===== config.mk =====
export PLATFORM = sky130hd
export DESIGN_NAME = tcc_counter
export DESIGN_NICKNAME = d
export VERILOG_FILES = /design/src/tcc_pkg.sv /design/src/tcc_cap_if.sv /design/src/tcc_counter.sv /design/src/tcc_capture_channel.sv
export VERILOG_INCLUDE_DIRS = /design/src
export SDC_FILE = /design/constraint.sdc
export NUM_CORES = 1
export LEC_CHECK = 0
export BUFFER_PORTS_ARGS = -buffer_cell sky130_fd_sc_hd__buf_2
export CORE_MARGIN = 5
export CORE_UTILIZATION = 58
export DETAILED_ROUTE_END_ITERATION = 6
export PLACE_DENSITY = 0.86
export SYNTH_ARGS = -nofsm -noshare
export SYNTH_HDL_FRONTEND = slang
export SYNTH_SLANG_ARGS = --single-unit

===== constraint.sdc =====
create_clock -name clk -period 10.2 [get_ports clk]
set_input_delay 0.51 -clock clk [delete_from_list [all_inputs] [get_ports clk]]
set_output_delay 0.51 -clock clk [all_outputs]
set_load 0.02 [all_outputs]

===== src/tcc_defs.svh =====
// constants for the timer/counter with capture channels
`ifndef TCC_DEFS_SVH
`define TCC_DEFS_SVH
`define TCC_CNT_W        16
`define TCC_NUM_CH       4
`define TCC_EVCH_W       3
`define TCC_CNT_RST      16'h0000
`define TCC_PER_RST      16'hFFFF
`define TCC_BOTTOM       16'h0000
`define TCC_POL_LIMIT    16'h8000
`define TCC_MSB          15
`endif


===== src/tcc_pkg.sv =====
// types shared by the timer/counter with capture channels
`default_nettype none
`include "tcc_defs.svh"
package tcc_pkg;
  typedef enum logic [2:0] {
    TCC_EV_OFF   = 3'b000,
    TCC_EV_UPDN  = 3'b001,
    TCC_EV_QUADRATURE_DECODING  = 3'b010,
    TCC_EV_CAPT  = 3'b011,
    TCC_EV_FRQ   = 3'b100,
    TCC_EV_PW    = 3'b101
  } tcc_event_action_select_t;
  typedef enum logic [1:0] {
    TCC_TOP_PER  = 2'b00,
    TCC_TOP_CCA  = 2'b01
  } tcc_topsel_t;
  typedef enum logic [0:0] {
    TCC_UPD_TOP    = 1'b0,
    TCC_UPD_BOTTOM = 1'b1
  } tcc_updsel_t;
endpackage
`default_nettype wire


===== src/tcc_cap_if.sv =====
// counter-to-capture channel signals
`default_nettype none
`include "tcc_defs.svh"
interface tcc_cap_if;
  logic [`TCC_CNT_W-1:0] countNow;
  logic                  captTrig;
  logic                  edgeRise;
  logic                  polEnable;
  logic                  readStrobe;
  logic                  wrEn;
  logic [`TCC_CNT_W-1:0] wrData;
  logic [`TCC_CNT_W-1:0] captValue;
  logic [`TCC_CNT_W-1:0] captBuffer;
  logic                  bufValid;
  logic                  flag;
  modport counter (output countNow, captTrig, edgeRise, polEnable, readStrobe, wrEn, wrData,
                   input captValue, captBuffer, bufValid, flag);
  modport channel (input countNow, captTrig, edgeRise, polEnable, readStrobe, wrEn, wrData,
                   output captValue, captBuffer, bufValid, flag);
endinterface
`default_nettype wire


===== src/tcc_counter.sv =====
// 16-bit timer/counter base counter with capture channels
// Notes on behaviour
// - outside quadrature decoding, each timer clock pulse clears, reloads, increments or decrements the counter
// - normal mode counts one step per pulse in the direction bit's direction
// - counting up, after TOP the next pulse makes the counter zero
// - counting down, at BOTTOM the counter reloads with the period
// - software counter write is immediate and beats count, clear and reload
// - direction changes while running apply to following steps
// - event control supports event up/down counting and quadrature decode counting
// - 32-bit mode: low unit overflow event clocks the high unit
// - unbuffered period write is used in the TOP compare at once
// - new TOP below count counting up means no match; counter wraps
// - period buffer writable anytime; loaded into period only at UPDATE
// - source select triggers channel A, next event channels the next ones
// - enabled channels copy the counter into their capture register on capture
// - period below 0x8000: capture msb holds pin edge, one for rising
// - capture sets channel flag; buffer valid marks data in buffer
// - in input capture the counter runs BOTTOM to TOP freely
// - frequency capture: rising event captures and restarts the counter
// - pulse width: rising edge restarts, falling edge captures
// - TOP is the period or channel A value per waveform mode
// - UPDATE is flagged at BOTTOM or TOP per waveform mode
// - capture buffer moves into capture register when empty or read
`default_nettype none
`include "tcc_defs.svh"
module tcc_counter #(
  parameter int NUM_CH  = `TCC_NUM_CH,
  parameter int EVCH_W  = `TCC_EVCH_W
) (
  input  wire logic                      clk,
  input  wire logic                      rst,
  input  wire logic                      timerTick,
  input  wire logic                      countDown,
  input  wire tcc_pkg::tcc_event_action_select_t       eventActionSelect,
  input  wire logic [EVCH_W-1:0]         eventSourceSelect,
  input  wire logic [(1<<EVCH_W)-1:0]    eventIn,
  input  wire logic [(1<<EVCH_W)-1:0]    eventRise,
  input  wire logic                      qdecPhaseA,
  input  wire logic                      qdecPhaseB,
  input  wire tcc_pkg::tcc_topsel_t      topSelect,
  input  wire tcc_pkg::tcc_updsel_t      updateSelect,
  input  wire logic                      cntWrEn,
  input  wire logic [`TCC_CNT_W-1:0]     cntWrData,
  input  wire logic                      perWrEn,
  input  wire logic                      perBufWrEn,
  input  wire logic [`TCC_CNT_W-1:0]     perWrData,
  input  wire logic [NUM_CH-1:0]         chanEnable,
  input  wire logic [NUM_CH-1:0]         chanRead,
  input  wire logic [NUM_CH-1:0]         chanWrEn,
  input  wire logic [`TCC_CNT_W-1:0]     chanWrData,
  output logic [`TCC_CNT_W-1:0]          counter_value,
  output logic [`TCC_CNT_W-1:0]          period_value,
  output logic [`TCC_CNT_W-1:0]          period_buffer,
  output logic                           periodBufValid,
  output logic                           overflowEvent,
  output logic                           updateEvent,
  output logic [NUM_CH*`TCC_CNT_W-1:0]   channel_capture_value,
  output logic [NUM_CH*`TCC_CNT_W-1:0]   channel_capture_buffer,
  output logic [NUM_CH-1:0]              buffer_valid_flag,
  output logic [NUM_CH-1:0]              chanFlag
);
  import tcc_pkg::*;

  initial begin
    if (NUM_CH < 1 || NUM_CH > (1 << EVCH_W)) begin
      $error("channel count does not fit the event channels");
    end
  end

  logic [`TCC_CNT_W-1:0] cnt_r;
  logic [`TCC_CNT_W-1:0] cnt_nxt;
  logic [`TCC_CNT_W-1:0] per_r;
  logic [`TCC_CNT_W-1:0] period_buffer_r;
  logic                  perBv_r;
  logic [`TCC_CNT_W-1:0] topValue;
  logic                  atTop;
  logic                  atBottom;
  logic                  updateCond;
  logic                  stepUp;
  logic                  stepDown;
  logic                  restart;
  logic                  qdecA_r;
  logic                  qdecB_r;
  logic [NUM_CH-1:0]     chanEvent;
  logic [NUM_CH-1:0]     chanRise;
  logic [NUM_CH-1:0]     captTrig;
  logic [NUM_CH*`TCC_CNT_W-1:0] capVal;
  logic [NUM_CH*`TCC_CNT_W-1:0] capBuf;
  logic [NUM_CH-1:0]     capBv;
  logic [NUM_CH-1:0]     capFlag;

  function automatic logic [EVCH_W-1:0] evIndex(input logic [EVCH_W-1:0] base, input int ch);
    evIndex = base + EVCH_W'(ch);
  endfunction

  // channel A's value doubles as the TOP source when the waveform mode asks for it
  assign topValue   = (topSelect == TCC_TOP_CCA) ? capVal[`TCC_CNT_W-1:0] : per_r;
  assign atTop      = (cnt_r == topValue);
  assign atBottom   = (cnt_r == `TCC_BOTTOM);
  assign updateCond = timerTick &&
                      ((updateSelect == TCC_UPD_BOTTOM) ? atBottom : atTop);

  // event routing: channel n listens on event channel base+n, wrapping around
  always_comb begin
    for (int ch = 0; ch < NUM_CH; ch++) begin
      chanEvent[ch] = eventIn[evIndex(eventSourceSelect, ch)];
      chanRise[ch]  = eventRise[evIndex(eventSourceSelect, ch)];
    end
  end

  // capture actions per mode; restart only from enabled channels
  always_comb begin
    captTrig = '0;
    restart  = 1'b0;
    for (int ch = 0; ch < NUM_CH; ch++) begin
      if (chanEnable[ch] && chanEvent[ch]) begin
        unique case (eventActionSelect)
          TCC_EV_CAPT: captTrig[ch] = 1'b1;
          TCC_EV_FRQ: begin
            if (chanRise[ch]) begin
              captTrig[ch] = 1'b1;
              restart      = 1'b1;
            end
          end
          TCC_EV_PW: begin
            if (chanRise[ch]) begin
              restart = 1'b1;
            end else begin
              captTrig[ch] = 1'b1;
            end
          end
          default: ;
        endcase
      end
    end
  end

  // direction source: direction bit, event level or quadrature phase
  always_comb begin
    stepUp   = 1'b0;
    stepDown = 1'b0;
    unique case (eventActionSelect)
      TCC_EV_UPDN: begin
        stepUp   = timerTick && !eventIn[eventSourceSelect];
        stepDown = timerTick &&  eventIn[eventSourceSelect];
      end
      TCC_EV_QUADRATURE_DECODING: begin
        // an edge on either phase steps by one; the other phase decides the sense
        if (qdecA_r != qdecPhaseA) begin
          stepUp   = (qdecPhaseA != qdecPhaseB);
          stepDown = (qdecPhaseA == qdecPhaseB);
        end else if (qdecB_r != qdecPhaseB) begin
          stepUp   = (qdecPhaseA == qdecPhaseB);
          stepDown = (qdecPhaseA != qdecPhaseB);
        end
      end
      default: begin
        stepUp   = timerTick && !countDown;
        stepDown = timerTick &&  countDown;
      end
    endcase
  end

  always_comb begin
    cnt_nxt = cnt_r;
    if (cntWrEn) begin
      cnt_nxt = cntWrData;
    end else if (timerTick && restart) begin
      cnt_nxt = `TCC_BOTTOM;
    end else if (stepUp) begin
      // equality only: a TOP below the count lets it run on and wrap
      cnt_nxt = atTop ? `TCC_BOTTOM : cnt_r + 16'h0001;
    end else if (stepDown) begin
      cnt_nxt = atBottom ? per_r : cnt_r - 16'h0001;
    end
  end

  always_ff @(posedge clk or posedge rst) begin
    if (rst) begin
      cnt_r <= `TCC_CNT_RST;
    end else begin
      cnt_r <= cnt_nxt;
    end
  end

  always_ff @(posedge clk or posedge rst) begin
    if (rst) begin
      qdecA_r <= 1'b0;
      qdecB_r <= 1'b0;
    end else begin
      qdecA_r <= qdecPhaseA;
      qdecB_r <= qdecPhaseB;
    end
  end

  // period and its buffer; a direct write beats a pending buffer load
  always_ff @(posedge clk or posedge rst) begin
    if (rst) begin
      per_r    <= `TCC_PER_RST;
      period_buffer_r <= `TCC_PER_RST;
      perBv_r  <= 1'b0;
    end else begin
      if (perBufWrEn) begin
        period_buffer_r <= perWrData;
      end
      if (perWrEn) begin
        per_r <= perWrData;
      end else if (updateCond && perBv_r) begin
        per_r <= period_buffer_r;
      end
      if (perBufWrEn) begin
        perBv_r <= 1'b1;
      end else if (updateCond) begin
        perBv_r <= 1'b0;
      end
    end
  end

  // low unit overflow drives the high unit's tick through the event system
  always_ff @(posedge clk or posedge rst) begin
    if (rst) begin
      overflowEvent <= 1'b0;
      updateEvent   <= 1'b0;
    end else begin
      overflowEvent <= !cntWrEn && !restart &&
                       ((stepUp && atTop) || (stepDown && atBottom));
      updateEvent   <= updateCond;
    end
  end

  genvar g;
  generate
    for (g = 0; g < NUM_CH; g++) begin : gCh
      tcc_cap_if capBus ();
      assign capBus.countNow   = cnt_r;
      assign capBus.captTrig   = captTrig[g];
      assign capBus.edgeRise   = chanRise[g];
      assign capBus.polEnable  = (per_r < `TCC_POL_LIMIT);
      assign capBus.readStrobe = chanRead[g];
      assign capBus.wrEn       = chanWrEn[g];
      assign capBus.wrData     = chanWrData;
      assign capVal[g*`TCC_CNT_W +: `TCC_CNT_W] = capBus.captValue;
      assign capBuf[g*`TCC_CNT_W +: `TCC_CNT_W] = capBus.captBuffer;
      assign capBv[g]   = capBus.bufValid;
      assign capFlag[g] = capBus.flag;
      tcc_capture_channel uChan (
        .clk (clk),
        .rst (rst),
        .cap (capBus)
      );
    end
  endgenerate

  // outputs mirror internal flops; capture outputs are the channels' own flops
  assign counter_value          = cnt_r;
  assign period_value           = per_r;
  assign period_buffer          = period_buffer_r;
  assign periodBufValid         = perBv_r;
  assign channel_capture_value  = capVal;
  assign channel_capture_buffer = capBuf;
  assign buffer_valid_flag      = capBv;
  assign chanFlag               = capFlag;
endmodule
`default_nettype wire


===== src/tcc_capture_channel.sv =====
// one capture channel: buffer and capture register as a two-entry queue
`default_nettype none
`include "tcc_defs.svh"
module tcc_capture_channel (
  input  wire logic   clk,
  input  wire logic   rst,
  tcc_cap_if.channel  cap
);
  import tcc_pkg::*;
  logic [`TCC_CNT_W-1:0] stamp;
  logic                  regFull_r;

  always_comb begin
    stamp = cap.countNow;
    if (cap.polEnable) begin
      stamp[`TCC_MSB] = cap.edgeRise;
    end
  end

  // set wins over read: a capture in the read cycle is kept
  always_ff @(posedge clk or posedge rst) begin
    if (rst) begin
      cap.captValue  <= `TCC_CNT_RST;
      cap.captBuffer <= `TCC_CNT_RST;
      cap.bufValid   <= 1'b0;
      regFull_r      <= 1'b0;
    end else if (cap.wrEn) begin
      cap.captValue <= cap.wrData;
      regFull_r     <= 1'b1;
    end else begin
      if (cap.captTrig) begin
        if (!regFull_r || (cap.readStrobe && !cap.bufValid)) begin
          cap.captValue <= stamp;
          regFull_r     <= 1'b1;
          cap.bufValid  <= 1'b0;
        end else if (cap.readStrobe) begin
          cap.captValue  <= cap.captBuffer;
          cap.captBuffer <= stamp;
          cap.bufValid   <= 1'b1;
        end else if (!cap.bufValid) begin
          cap.captBuffer <= stamp;
          cap.bufValid   <= 1'b1;
        end
      end else if ((cap.readStrobe || !regFull_r) && cap.bufValid) begin
        cap.captValue <= cap.captBuffer;
        cap.bufValid  <= 1'b0;
        regFull_r     <= 1'b1;
      end else if (cap.readStrobe) begin
        regFull_r <= 1'b0;
      end
    end
  end

  assign cap.flag = regFull_r;
endmodule
`default_nettype wire


; Yosys cells after proc, flatten, opt, wreduce, memory -nomap -nowiden
; Index checks and enable logic that the tools add are counted.
[op_classes]
n_lt_le_gt_ge = 5
n_addsub = 5
bitwise = 8
n_eq_ne = 23
n_mux = 125
reduce_logical = 77
[ops]
columns = op, n
row1 = 16-bit two-way mux, 37
row2 = 1-bit two-way mux, 74
row3 = 1-bit binary-select mux with 3-bit select, 8
row4 = 2-bit AND reduction, 12
row5 = 1-bit logical AND, 23
row6 = 4-bit nonzero test, 5
row7 = "16-bit by 1-bit adder with 16-bit output, second input constant", 1
row8 = 16-bit == test, 1
row9 = 16-bit logical NOT, 1
row10 = "16-bit less-than comparator, second input constant", 1
row11 = "3-bit by 4-bit less-than comparator with 1-bit output, second input constant", 4
row12 = "4-bit by 3-bit inequality test with 1-bit output, second input constant", 4
row13 = 4-bit AND reduction, 4
row14 = "16-bit by 1-bit subtractor with 16-bit output, second input constant", 1
row15 = 1-bit logical NOT, 12
row16 = "3-bit by 2-bit inequality test with 1-bit output, second input constant", 4
row17 = 1-bit one-hot mux with 3 select lines, 4
row18 = 2-bit nonzero test, 6
row19 = 3-bit nonzero test, 4
row20 = 1-bit logical OR, 9
row21 = "2-bit inequality test, second input constant", 4
row22 = 1-bit inverter, 8
row23 = "3-bit by 2-bit adder with 3-bit output, second input constant", 2
row24 = "3-bit by 2-bit == test with 1-bit output, second input constant", 2
row25 = other kinds (8), 12
[word_totals]
inputBits = 94
regBits = 189
output_inout_bits = 187

; Logic depth before layout (Yosys ltp)
[logic_depth]
ltp_word = 17
mapped_depth = 15
depth_no_buf = 10

; Cells and area by module
; From an unflattened synthesis, not the netlist that was laid out.
[unflattened]
hier_cells = 1261
area_unflattened_um2 = 12228.0
[by_module_without_submodules]
columns = mod, seq_area_each_um2, cells_per_inst, instances, area_each_um2
row1 = tcc_capture_channel, 850.8, 182, 4, 1911.8
row2 = tcc_counter, 1366.3, 533, 1, 4580.6

; Worst setup path after synthesis
; No wires, ideal clock.
[synth_path]
path_kind = input to register
startpoint = in eventSourceSelect[0]
endpoint = reg gCh[3].uChan.cap.captValue[0]
arrival_ns = 3.300
setup_slack_ns = 6.765
stages = 13
path_buffers = 4
cell_sequence = buf_6 > buf_6 > inv_1 > ha_1 > clkbuf_1 > mux4_2 > mux2_2 > o311ai_1 > a21oi_1 > buf_2 > mux2_2 > mux2i_1 > o21ai_0
[synth_via]
elab_chain_cells = 8
elab_cells_between_ends = 15
cone_classes = 1 x add/sub / 1 x eq/ne / 10 x mux / 3 x reduce/logical
[synth_lines]
columns = element, line
row1 = from (decl), tcc_counter.sv:35  ; input wire logic [EVCH_W-1:0] eventSourceSelect,
row2 = 3-bit by 2-bit adder with 3-bit output *, tcc_counter.sv:93  ; evIndex = base + EVCH_W'(ch);
row3 = 1-bit binary-select mux with 3-bit select, tcc_counter.sv:107  ; chanRise[ch] = eventRise[evIndex(eventSourceSelect, ch)];
row4 = 1-bit two-way mux (not written as such), tcc_counter.sv:107
row5 = 1-bit two-way mux (on tied branches), "tcc_counter.sv:126, tcc_counter.sv:120"
row6 = 1-bit one-hot mux with 3 select lines, tcc_counter.sv:117  ; unique case (eventActionSelect)
row7 = 1-bit two-way mux *, tcc_counter.sv:116  ; if (chanEnable[ch] && chanEvent[ch]) begin
row8 = "4-bit by 3-bit inequality test with 1-bit output (no line), or another cell as far along", n/a
row9 = 2-bit AND reduction (no line) / 16-bit two-way mux (equally long branches), n/a
row10 = to (signal assigned), tcc_capture_channel.sv:23  ; cap.captValue <= `TCC_CNT_RST;
row11 = to (signal assigned), tcc_capture_channel.sv:28  ; cap.captValue <= cap.wrData;
row12 = to (signal assigned), tcc_capture_channel.sv:33  ; cap.captValue <= stamp;
row13 = to (decl), tcc_cap_if.sv:19  ; output captValue, captBuffer, bufValid, flag);
; Every way passes the cells marked *; elsewhere a longest branch is shown, timed or not. The select of a mux whose other input is x is not followed.
; A chain may end at the register's enable or synchronous reset.

; Worst setup path in the final report
[layout_path]
startpoint = reg cnt_r[12], in the netlist counter_value[12]
endpoint = reg per_r[15], in the netlist period_value[15]
[layout_via]
elab_chain_cells = 5
elab_cells_between_ends = 6
cone_classes = 1 x eq/ne / 1 x mux / 4 x reduce/logical
[layout_lines]
columns = element, line
row1 = from (decl), tcc_counter.sv:70  ; logic [`TCC_CNT_W-1:0] cnt_r;
row2 = from (signal assigned), tcc_counter.sv:180  ; cnt_r <= `TCC_CNT_RST;
row3 = from (signal assigned), tcc_counter.sv:182  ; cnt_r <= cnt_nxt;
row4 = 16-bit == test / 16-bit logical NOT (equally long branches), n/a
row5 = 1-bit two-way mux *, tcc_counter.sv:101  ; ((updateSelect == TCC_UPD_BOTTOM) ? atBottom : atTop);
row6 = 1-bit logical AND *, tcc_counter.sv:100  ; assign updateCond = timerTick &&
row7 = 1-bit logical AND *, tcc_counter.sv:208  ; end else if (updateCond && perBv_r) begin
row8 = 2-bit nonzero test (no line) *, n/a
row9 = to (signal assigned), tcc_counter.sv:199  ; per_r <= `TCC_PER_RST;
row10 = to (signal assigned), tcc_counter.sv:207  ; per_r <= perWrData;
row11 = to (signal assigned), tcc_counter.sv:209  ; per_r <= period_buffer_r;
row12 = to (decl), tcc_counter.sv:72  ; logic [`TCC_CNT_W-1:0] per_r;
; Every way passes the cells marked *; elsewhere a longest branch is shown, timed or not.

==> impl_metrics.env <==
export IMPL_switching_share_pct=39.8
export IMPL_path_cells="clkinv_1 -> a211oi_1 -> o2111a_1 -> nand3_1 -> o41ai_4 -> mux2_2 -> mux2_2"
export IMPL_start_util_pct=58.6
export IMPL_drt_first_pass_iters=6
export IMPL_synth_seq_cells=189
export IMPL_finClkSkew_ns=0.0124
export IMPL_async_flop_share_pct=100
export IMPL_worst_pin_slew_ns=1.32
export IMPL_yosysWarningCount=0
export IMPL_cts_tree="built"
export IMPL_cts_repair_resized=0
export IMPL_die_w_um=147
export IMPL_drc=0
export IMPL_power_density_mw_per_mm2=211
export IMPL_grt_pass1_wl_mm=55.7
export IMPL_synth_area_mm2=0.0109
export IMPL_post_place_ws_ns=6.12
export IMPL_drv_slew=0
export IMPL_synth_ff_type="dfrtp_1"
export IMPL_start_kind="flop"
export IMPL_row_count=50
export IMPL_htreeDepth=4
export IMPL_power_frac_clock_pct=26.4
export IMPL_wl_per_cell_um=23.6
export IMPL_r2r_end="period_value[15]$_DFFE_PP1P_"
export IMPL_status="finished clean"
export IMPL_dp_cells=1512
export IMPL_die_y_um=147
export IMPL_avgSynthCellArea_um2=9.94
export IMPL_synth_edf_count=0
export IMPL_internal_power_mw=1.63
export IMPL_fin_area_mm2=0.0128
export IMPL_clkTransAtPathRegs_ns=0.08
export IMPL_drv_cap=0
export IMPL_cts_made_buffers=17
export IMPL_grtUsageTotal_pct=32.8
export IMPL_peakVddDrop_mv=0.131
export IMPL_yosysTopAreaCellShare_pct=36.0
export IMPL_max_slew_margin_rel_pct=12.2
export IMPL_fin_tns_setup_ns=0
export IMPL_period_share_pct=38.7
export IMPL_root_buffer="clkbuf_16"
export IMPL_fmax_mhz=253
export IMPL_cts_sinks=189
export IMPL_cpMostUsedCell="mux2_2"
export IMPL_core_area_mm2=0.0186
export IMPL_reg2regPathDepth=7
export IMPL_overflow=0
export IMPL_yosysMostFrequentCell="dfrtp_1"
export IMPL_num_fill_cells=1393
export IMPL_clk_path_buf_depth=2
export IMPL_mappedNetlistNets=1198
export IMPL_fin_ws_ns=6.25
export IMPL_period_needed_ns=3.95
export IMPL_path_class="reg -> reg"
export IMPL_syn_to_final_growth_pct=17.4
export IMPL_slowest_delay_ns=0.95
export IMPL_io_buffer_count=280
export IMPL_final_nets=1396
export IMPL_grt_setup_unrepaired="no"
export IMPL_hold_violations=0
export IMPL_hold_path_class="in -> async"
export IMPL_hold_buffers=0
export IMPL_placed_area_mm2=0.0122
export IMPL_final_util_pct=68.8
export IMPL_crit_slowest_cell="o41ai_4"
export IMPL_grt_max_degree=115
export IMPL_worstPathRequired_ns=10.58
export IMPL_synth_area_leaders="dfrtp_1 (36%), mux2_2 (11%), dfstp_2 (7.7%), mux2i_1 (6.5%), o21ai_0 (4.3%)"
export IMPL_fin_cells=1545
export IMPL_grt_pass1_vias=9792
export IMPL_synth_top_cells_by_count="dfrtp_1 (157), nand2_1 (110), mux2_2 (107)"
export IMPL_ys_types=67
export IMPL_dieArea_mm2=0.0217
export IMPL_endpoint_kind="flop"
export IMPL_synth_largest_area_cell="dfrtp_1"
export IMPL_critical_path_max_fanout=16
export IMPL_postCtsSetupBuffers=0
export IMPL_synthCells=1099
export IMPL_r2r_start="counter_value[12]$_DFFE_PP0P_"
export IMPL_cp_arrival_ns=4.33
export IMPL_dr_total_vias=10100
export IMPL_comb_power_share_pct=32.9
export IMPL_dp_hpwl_mm=25.7
export IMPL_ant_nets=0
export IMPL_num_io_pins=281
export IMPL_whs_ns=0.191
export IMPL_clkLatencyLatePin_ns=0.46
export IMPL_antenna_found_initial=0
export IMPL_gp_congestion=0.948
export IMPL_routed_wl_mm=36.4
export IMPL_reg2reg_slack_ns=6.25
export IMPL_ys_seq_area_share_pct=43.6
export IMPL_first_iter_violations=1367
export IMPL_viasPerCell=6.54
export IMPL_drive_above_1_share_pct=37.2
export IMPL_leakage_nw=5.99
export IMPL_seqPwrFrac_pct=40.7
export IMPL_switchingPower_mw=1.08
export IMPL_crit_start="counter_value[12]$_DFFE_PP0P_"
export IMPL_fin_total_pwr_mw=2.70
export IMPL_setup_viol=0
how the worst max path moves through the flow:
stage          depth (start not counted)                                           to  slack [ns]
6_report                               7                 period_value[15]$_DFFE_PP1P_        6.25
5_1_grt                                8  gCh[2].uChan.cap.captBuffer[10]$_DFFE_PP0P_        6.21
4_1_cts                                7                 period_value[15]$_DFFE_PP1P_        6.38
3_5_place_dp                           9    gCh[2].uChan.cap.captValue[8]$_DFFE_PP0P_        6.12
3_3_place_gp                          11   gCh[3].uChan.cap.captValue[10]$_DFFE_PP0P_        6.20
2_1_floorplan                          1                 counter_value[0]$_DFFE_PP0P_        4.60
metal layers:
layer | track usage, % | share of wire, %
met5 | 0 | 0
met4 | 15.3 | 5.2
met3 | 7.62 | 10
met2 | 52.4 | 46
met1 | 42.5 | 38
kinds of logic after synthesis:
group           count (synthesis)  synth area share, %
compound gates                286                 16.5
buf+inv                       135                 5.78
flops                         189                 43.6
simple gates                  267                 11.5
fa+ha+maj                       5                0.572
xor+xnor                       28                 2.24
mux                           189                 19.8
power groups by stage:
stage | clock network (mW) | logic [mW] | registers (mW)
finish | 0.714 | 0.890 | 1.10
CTS | 0.714 | 0.887 | 1.09
detailed placement | 0 | 0.878 | 1.10
floorplan | 0 | 0.434 | 1.21
global placement | 0 | 0.853 | 1.10
global route | 0.743 | 0.957 | 1.11
state kept, by name (all words and copies together) (netlist names), 4 cells and up:
signal,flops
gCh.uChan.cap.captBuffer,64
period_buffer,16
counter_value,16
gCh.uChan.cap.captValue,64
gCh.uChan.cap.flag,4
period_value,16
gCh.uChan.cap.bufValid,4
critical path, delay by kind of cell, from the launching register on:
family / cells / cell delay (ns)
mux: 2 / 0.70
buf+inv: 1 / 0.56
compound gates: 3 / 1.65
simple gates: 1 / 0.19
flops: 1 / 0.75
layout make-up:
type / count / area [um2] / area share (%)
Clock buffer: 17 / 425 / 3.32
Inverter: 25 / 101 / 0.790
Timing Repair Buffer: 289 / 1470 / 11.5
Sequential cell: 189 / 4770 / 37.2
Multi-Input combinational cell: 775 / 5570 / 43.4
Antenna cell: 1 / 2.50 / 0.0195
Clock inverter: 15 / 201 / 1.57
Tap cell: 234 / 293 / 2.28
placed cells by master (no fill, tap or decap), types with 4 or more instances in the layout:
cell and count:
nand2_1 110, a22o_1 10, nor3b_1 4, xnor2_1 18
a2111oi_0 8, nor3_1 10, inv_1 21, dfrtp_1 157
nand3b_1 4, buf_4 9, o21ai_0 94, buf_2 280
xor2_1 10, mux2i_1 71, o2111ai_1 6, o211ai_1 4
nand3_1 23, dfstp_2 32, a31oi_1 38, nor2_1 49
and3_1 7, nand2b_1 15, a211oi_1 4, o22ai_1 36
nor2b_1 13, inv_8 5, clkbuf_16 17, and2_1 7
a21oi_1 39, mux2_2 107, mux4_2 11, nand4_1 12
ha_1 5
Power figures use the tool's default switching activity.
